File: src/inc/lces_pkg.sv
// Constants for the per-lane invalid code and stray control character status block
// How it works
// - Read-only 8-bit invalid code status register; bit n shows lane n, lanes 0 to 7.
// - Status bit reads 1 when the lane's error count is at or above threshold.
// - Status bit reads 0 while the lane's error count stays below threshold.
// - Read-only 8-bit stray control character register; bit n flags lane n at threshold.
// - All status bits reset to 0; software writes never change them.
// - Bit 0 of the stray control register reports lane 0 against the threshold.
package lces_pkg;

  // ************************************************************
  // Register map
  // ************************************************************
  localparam int ADDR_W = 12;
  localparam int DATA_W = 8;
  localparam logic [ADDR_W-1:0] OFF_INVALID_CODE_STATUS = 12'h46E;
  localparam logic [ADDR_W-1:0] OFF_STRAY_CONTROL_STATUS = 12'h46F;
  localparam logic [DATA_W-1:0] RST_STATUS = 8'h00;
  localparam logic [DATA_W-1:0] UNMAPPED_READ = 8'h00;

  // ************************************************************
  // Lanes and counters
  // ************************************************************
  localparam int NUM_LANES = 8;
  localparam int CNT_W = 8;

  typedef enum logic [1:0] {
    LCES_SEL_NONE = 2'h0,
    LCES_SEL_INVALID = 2'h1,
    LCES_SEL_STRAY = 2'h3
  } lces_sel_e;

endpackage

File: src/verilog/lces_lane_counter.sv
// Saturating error counter for one lane and one error type, with threshold flag
`timescale 1ns/1ns
module lces_lane_counter #(
  parameter int CNT_W = 8
) (
  input wire logic clock,
  input wire logic srst,
  input wire logic clear_counts,
  input wire logic error_event,
  input wire logic [CNT_W-1:0] error_threshold,
  output logic [CNT_W-1:0] error_count,
  output logic threshold_flag
);
  import lces_pkg::*;

  localparam logic [CNT_W-1:0] CNT_MAX = {CNT_W{1'b1}};
  localparam logic [CNT_W-1:0] CNT_ZERO = {CNT_W{1'b0}};

  logic [CNT_W-1:0] count_q;
  logic [CNT_W-1:0] count_d;
  logic flag_q;
  logic flag_d;

  // ************************************************************
  // Next state
  // ************************************************************
  always_comb begin
    count_d = count_q;
    if (clear_counts) begin
      count_d = CNT_ZERO;
    end else if (error_event && (count_q != CNT_MAX)) begin
      // Holding at full scale keeps a burst from wrapping the flag back to 0
      count_d = count_q + 1'b1;
    end
    flag_d = (count_d >= error_threshold);
  end

  always_ff @(posedge clock) begin
    if (srst) begin
      count_q <= CNT_ZERO;
      flag_q <= 1'b0;
    end else begin
      count_q <= count_d;
      flag_q <= flag_d;
    end
  end

  assign error_count = count_q;
  assign threshold_flag = flag_q;

endmodule

File: src/verilog/lces_top.sv
// Per-lane invalid code and stray control character status with register read port
`timescale 1ns/1ns
module lces_top #(
  parameter int NUM_LANES = lces_pkg::NUM_LANES,
  parameter int CNT_W = lces_pkg::CNT_W
) (
  input wire logic clock,
  input wire logic srst,
  input wire logic [NUM_LANES-1:0] invalid_code_event,
  input wire logic [NUM_LANES-1:0] stray_control_event,
  input wire logic [CNT_W-1:0] error_threshold,
  input wire logic clear_counts,
  input wire logic reg_rd_en,
  input wire logic reg_wr_en,
  input wire logic [lces_pkg::ADDR_W-1:0] reg_addr,
  input wire logic [lces_pkg::DATA_W-1:0] reg_wr_data,
  output logic [lces_pkg::DATA_W-1:0] reg_rd_data,
  output logic reg_rd_valid,
  output logic reg_wr_refused,
  output logic [NUM_LANES-1:0] invalid_code_flags,
  output logic [NUM_LANES-1:0] stray_control_flags
);
  import lces_pkg::*;

  // ************************************************************
  // Address decode
  // ************************************************************
  function automatic lces_sel_e decode_addr(input logic [ADDR_W-1:0] addr);
    lces_sel_e sel;
    sel = LCES_SEL_NONE;
    if (addr == OFF_INVALID_CODE_STATUS) begin
      sel = LCES_SEL_INVALID;
    end else if (addr == OFF_STRAY_CONTROL_STATUS) begin
      sel = LCES_SEL_STRAY;
    end
    return sel;
  endfunction

  logic [CNT_W-1:0] invalid_count [NUM_LANES];
  logic [CNT_W-1:0] stray_count [NUM_LANES];
  logic [NUM_LANES-1:0] invalid_flag;
  logic [NUM_LANES-1:0] stray_flag;

  // ************************************************************
  // Per-lane counters
  // ************************************************************
  for (genvar n = 0; n < NUM_LANES; n++) begin : g_lane
    // Bit n of each status register is lane n
    lces_lane_counter #(
      .CNT_W(CNT_W)
    ) u_invalid (
      .clock(clock),
      .srst(srst),
      .clear_counts(clear_counts),
      .error_event(invalid_code_event[n]),
      .error_threshold(error_threshold),
      .error_count(invalid_count[n]),
      .threshold_flag(invalid_flag[n])
    );

    lces_lane_counter #(
      .CNT_W(CNT_W)
    ) u_stray (
      .clock(clock),
      .srst(srst),
      .clear_counts(clear_counts),
      .error_event(stray_control_event[n]),
      .error_threshold(error_threshold),
      .error_count(stray_count[n]),
      .threshold_flag(stray_flag[n])
    );

    a_invalid_flag_set: assert property (@(posedge clock) disable iff (srst)
      (!$past(srst) && !$past(clear_counts) && (invalid_count[n] >= $past(error_threshold)))
      |-> invalid_flag[n])
      else $error("invalid code flag low at or above threshold");

    a_invalid_flag_clr: assert property (@(posedge clock) disable iff (srst)
      (!$past(srst) && (invalid_count[n] < $past(error_threshold)))
      |-> !invalid_flag[n])
      else $error("invalid code flag high below threshold");

    a_stray_flag_lane: assert property (@(posedge clock) disable iff (srst)
      !$past(srst) |-> (stray_flag[n] == (stray_count[n] >= $past(error_threshold))))
      else $error("stray control flag disagrees with count and threshold");

    a_count_saturates: assert property (@(posedge clock) disable iff (srst)
      (invalid_count[n] == {CNT_W{1'b1}}) && invalid_code_event[n] && !clear_counts
      |=> invalid_count[n] == {CNT_W{1'b1}})
      else $error("invalid code counter wrapped");

    a_count_steps: assert property (@(posedge clock) disable iff (srst)
      (stray_count[n] != {CNT_W{1'b1}}) && stray_control_event[n] && !clear_counts
      |=> stray_count[n] == $past(stray_count[n]) + 1'b1)
      else $error("stray control counter missed an event");
  end

  // ************************************************************
  // Register read port
  // ************************************************************
  logic [DATA_W-1:0] rd_data_q;
  logic [DATA_W-1:0] rd_data_d;
  logic rd_valid_q;
  logic rd_valid_d;
  logic wr_refused_q;
  logic wr_refused_d;
  logic [NUM_LANES-1:0] invalid_stat;
  logic [NUM_LANES-1:0] stray_stat;

  assign invalid_stat = invalid_flag;
  assign stray_stat = stray_flag;

  always_comb begin
    rd_data_d = rd_data_q;
    rd_valid_d = reg_rd_en;
    // Both status registers are read-only, so any write to them is dropped and reported
    wr_refused_d = reg_wr_en && (decode_addr(reg_addr) != LCES_SEL_NONE);
    if (reg_rd_en) begin
      case (decode_addr(reg_addr))
        LCES_SEL_INVALID: begin
          rd_data_d = DATA_W'(invalid_stat);
        end
        LCES_SEL_STRAY: begin
          rd_data_d = DATA_W'(stray_stat);
        end
        default: begin
          rd_data_d = UNMAPPED_READ;
        end
      endcase
    end
  end

  always_ff @(posedge clock) begin
    if (srst) begin
      rd_data_q <= RST_STATUS;
      rd_valid_q <= 1'b0;
      wr_refused_q <= 1'b0;
    end else begin
      rd_data_q <= rd_data_d;
      rd_valid_q <= rd_valid_d;
      wr_refused_q <= wr_refused_d;
    end
  end

  assign reg_rd_data = rd_data_q;
  assign reg_rd_valid = rd_valid_q;
  assign reg_wr_refused = wr_refused_q;
  assign invalid_code_flags = invalid_flag;
  assign stray_control_flags = stray_flag;

  // ************************************************************
  // Checks
  // ************************************************************
  a_read_invalid: assert property (@(posedge clock) disable iff (srst)
    reg_rd_en && (reg_addr == OFF_INVALID_CODE_STATUS)
    |=> reg_rd_valid && (reg_rd_data == DATA_W'($past(invalid_flag))))
    else $error("invalid code status read returned wrong data");

  a_read_stray: assert property (@(posedge clock) disable iff (srst)
    reg_rd_en && (reg_addr == OFF_STRAY_CONTROL_STATUS)
    |=> reg_rd_valid && (reg_rd_data == DATA_W'($past(stray_flag))))
    else $error("stray control status read returned wrong data");

  a_reset_clears: assert property (@(posedge clock)
    srst |=> (invalid_flag == '0) && (stray_flag == '0) && !reg_rd_valid)
    else $error("status bits not cleared by reset");

  a_write_ignored: assert property (@(posedge clock) disable iff (srst)
    !$past(srst) && reg_wr_en && !reg_rd_en && (reg_addr == OFF_INVALID_CODE_STATUS)
    && (reg_wr_data != RST_STATUS) && (invalid_code_event == '0) && !clear_counts
    && (error_threshold == $past(error_threshold))
    |=> reg_wr_refused && (invalid_flag == $past(invalid_flag)))
    else $error("write changed a read-only status bit");

endmodule
File: config.mk
export PLATFORM = sky130hd
export DESIGN_NAME = lces_top
export DESIGN_NICKNAME = d
export VERILOG_FILES = /design/src/inc/lces_pkg.sv /design/src/verilog/lces_lane_counter.sv /design/src/verilog/lces_top.sv
export SDC_FILE = /design/constraint.sdc
export NUM_CORES = 1
export LEC_CHECK = 0
export ABC_AREA = 0
export BUFFER_PORTS_ARGS = -buffer_cell sky130_fd_sc_hd__buf_2
export CAP_MARGIN = 20
export CORE_ASPECT_RATIO = 1.5
export CORE_MARGIN = 10
export CORE_UTILIZATION = 65
export CTS_CLUSTER_DIAMETER = 120
export CTS_CLUSTER_SIZE = 14
export DETAILED_ROUTE_END_ITERATION = 8
export PLACE_DENSITY = 0.88
export SLEW_MARGIN = 0
export SYNTH_ARGS = -nofsm -noshare
export SYNTH_HDL_FRONTEND = slang
export SYNTH_HIERARCHICAL = 1
export SYNTH_SLANG_ARGS = --single-unit
File: constraint.sdc
create_clock -name clock -period 6.5 [get_ports clock]
set_clock_uncertainty 0.2 [all_clocks]
set_input_delay 1.625 -clock clock [delete_from_list [all_inputs] [get_ports clock]]
set_output_delay 1.625 -clock clock [all_outputs]
set_load 0.01 [all_outputs]
==> flow_metrics.tcl <==
set metrics [dict create \
    synth_edf_count 0 \
    io_buffers 66 \
    fin_nets 1575 \
    yosys_warnings 6 \
    antenna_found_initial 1 \
    setup_ws_ps 2600 \
    clkLatencyLatePin_ps 430 \
    drt_first_pass_iters 5 \
    multiInputGateArea_mm2 0.00694 \
    die-area_mm2 0.0223 \
    worstRegToRegCells 9 \
    crit_fanout 103 \
    rr_endpoint "g_lane[7].u_stray/threshold_flag" \
    die_h_um 178 \
    tritoncts "done" \
    synth.net_count 1522 \
    min_path_cells 2 \
    power_density_mw_per_mm2 181 \
    crit_required_ps 6630 \
    status "finished, final reports clean" \
    regArea_mm2 0.00308 \
    rows 57 \
    hp-class "reg2reg" \
    first_global_vias 9981 \
    finalCriticalPeriod_ps 3900 \
    worstSetupEndpointType "flip-flop" \
    cp_common_cell "buf_4" \
    worst_ep_arrival_time_ps 4020 \
    synth.most_common_cell "nor2_1" \
    dp.cells 1569 \
    leakage_uw 0.00575 \
    p_total_uw 2140 \
    place_ws_ps 2270 \
    ys.flop_type "dfxtp_1" \
    cts_hold_buffers 0 \
    detailedRoute.firstIterationViolations 768 \
    htreeDepth 4 \
    grt_max_degree 104 \
    synthTopCellsByCount "246 x nor2_1, 160 x inv_1, 154 x dfxtp_1, 144 x ha_1, 56 x nand2_1" \
    grtUsageTotal 0.232 \
    synth_area_mm2 0.0108 \
    drv_cap 0 \
    rsz0062_at_grt "false" \
    wl_per_cell_um 16.3 \
    fmax_mhz 257 \
    rrSetupSlack_ps 3860 \
    async_flop_share 0 \
    holdCritStartpoint "reg_rd_data[0]" \
    final_cells 1601 \
    hpwlAfterDp_um 18600 \
    nFillCells 1181 \
    hold_path_end "reg_rd_data[0]" \
    postSynthCellCount 1329 \
    clk_path_buf_depth 2 \
    syn_area_per_cell_um2 8.12 \
    cts.sinks 154 \
    place_congestion 0.914 \
    drc 0 \
    synth_cell_types 42 \
    initial_core_util 0.664 \
    fp.dieW_um 125 \
    core_area_mm2 0.0163 \
    synth_top_area_share 0.286 \
    cts-root-buf "clkbuf_16" \
    tightest_slew_ps 1010 \
    vias_per_cell 6.23 \
    cts_resized 0 \
    synth_area_leaders "dfxtp_1 29%, ha_1 17%, nor2_1 8.6%" \
    placed_cell_area_mm2 0.0112 \
    wl_um 26200 \
    area_growth_pct 9.35 \
    clkTransAtPathRegs_ps 60 \
    slew_headroom 0.328 \
    tns_ps 0 \
    layout-drive-gt1-share 0.126 \
    ys_seq_elements 154 \
    r2r-start "g_lane[7].u_stray/error_count[0]" \
    slew_viol_final 0 \
    critPathLaunchType "input port" \
    overflow 0 \
    pin_count 75 \
    final_cell_area_mm2 0.0118 \
    worstSetupPathType "in2reg" \
    cts_buffers 17 \
    post_cts_buffers 0 \
    cpPeakStageDelay_ps 700 \
    grt_pass1_wl_um 43900 \
    path_cells "buf_4, buf_4, nor2_1, ha_1, o211ai_1, a211o_1, a31oi_1" \
    yosys.area.top_type "dfxtp_1" \
    synth-seq-area-share 0.286 \
    setup_violations 0 \
    num_vias 9969 \
    cp_slowest_cell "buf_4" \
    finalHoldViolCount 0 \
    timing.final.crit_share 0.600 \
    ant_nets 0 \
    peakVddDrop_mv 0.165 \
]
## worst max-delay path: cells and delay by family
family,cells,cell delay [ps]
AND/OR/NAND/NOR,1,100
adder cells (fa/ha/maj),1,320
buffers and inverters,2,1210
AO/OA/AOI/OAI,3,670
## cells in the final DEF (no fill, tap or decap), types with 11 or more instances in the layout
master	instances
a211o_1	16
o211ai_1	32
a211oi_1	16
dfxtp_1	154
nor4_1	11
o2111ai_1	16
nand2_1	56
or2_1	16
o21ai_2	16
a31oi_1	32
mux2i_1	50
nand2b_1	11
and4_2	11
clkbuf_16	17
nand3_1	43
or2_2	16
o21ai_0	23
a21oi_1	27
nand4_1	54
ha_1	144
a21o_1	16
mux2_2	16
inv_1	160
nor2_1	246
and3_1	16
buf_2	65
nor3_1	22
xor2_1	32
nand4_2	12
## worst max path at each step
| stage | start | end |
|---|---|---|
| finish | clear_counts | g_lane[7].u_stray/threshold_flag |
| global route | clear_counts | g_lane[1].u_stray/threshold_flag |
| CTS | clear_counts | g_lane[7].u_stray/threshold_flag |
| detailed placement | clear_counts | g_lane[7].u_stray/threshold_flag |
| global placement | clear_counts | g_lane[7].u_stray/threshold_flag |
| floorplan | invalid_code_event[0] | g_lane[0].u_invalid/threshold_flag |
## stage by stage
stage                     hold slack, ps   util
final                                248  0.726
after floorplan                      284      -
after detailed placement             239  0.690
after global placement               228  0.690
after CTS                            254  0.726
after global routing                 282  0.726
## routing by layer
metal | up-vias | routed length, µm | track usage
met5 | - | 0 | 0
met4 | 0 | 1190 | 0.129
met3 | 91 | 1700 | 0.0603
met2 | 341 | 13000 | 0.417
met1 | 4729 | 10300 | 0.239
li1 | 4808 | - | -
## cell families (layout without fill, tap and decap cells)
group,Yosys count,count (layout),synth area share
compound gates,205,205,0.132
other cells,0,1,0
fa+ha+maj,144,144,0.167
mux,67,67,0.0644
xor+xnor,32,32,0.0260
simple gates,534,534,0.254
flops,154,154,0.286
buf+inv,193,258,0.0716
## registers in the layout, indices dropped and copies added, names as in the netlist
signal,cells
g_lane.u_invalid/error_count,64
g_lane.u_invalid/threshold_flag,8
g_lane.u_stray/error_count,64
g_lane.u_stray/threshold_flag,8
reg_rd_data,8
reg_rd_valid,1
reg_wr_refused,1
## final cells by class
class / instances / share of cell area
inverters: 160 / 0.0509
repair buffers: 67 / 0.0288
multi-input cells: 982 / 0.588
diodes: 1 / 0.000212
clock buffers: 24 / 0.0416
well taps: 206 / 0.0218
flip-flops and latches: 154 / 0.261
clock inverters: 7 / 0.00763
## where the power goes
group	internal [µW]	switching, µW
registers	952	6.93
clock network	602	384
logic	67.1	128
total	1620	519
No activity file was read; power rests on OpenSTA's default activity.
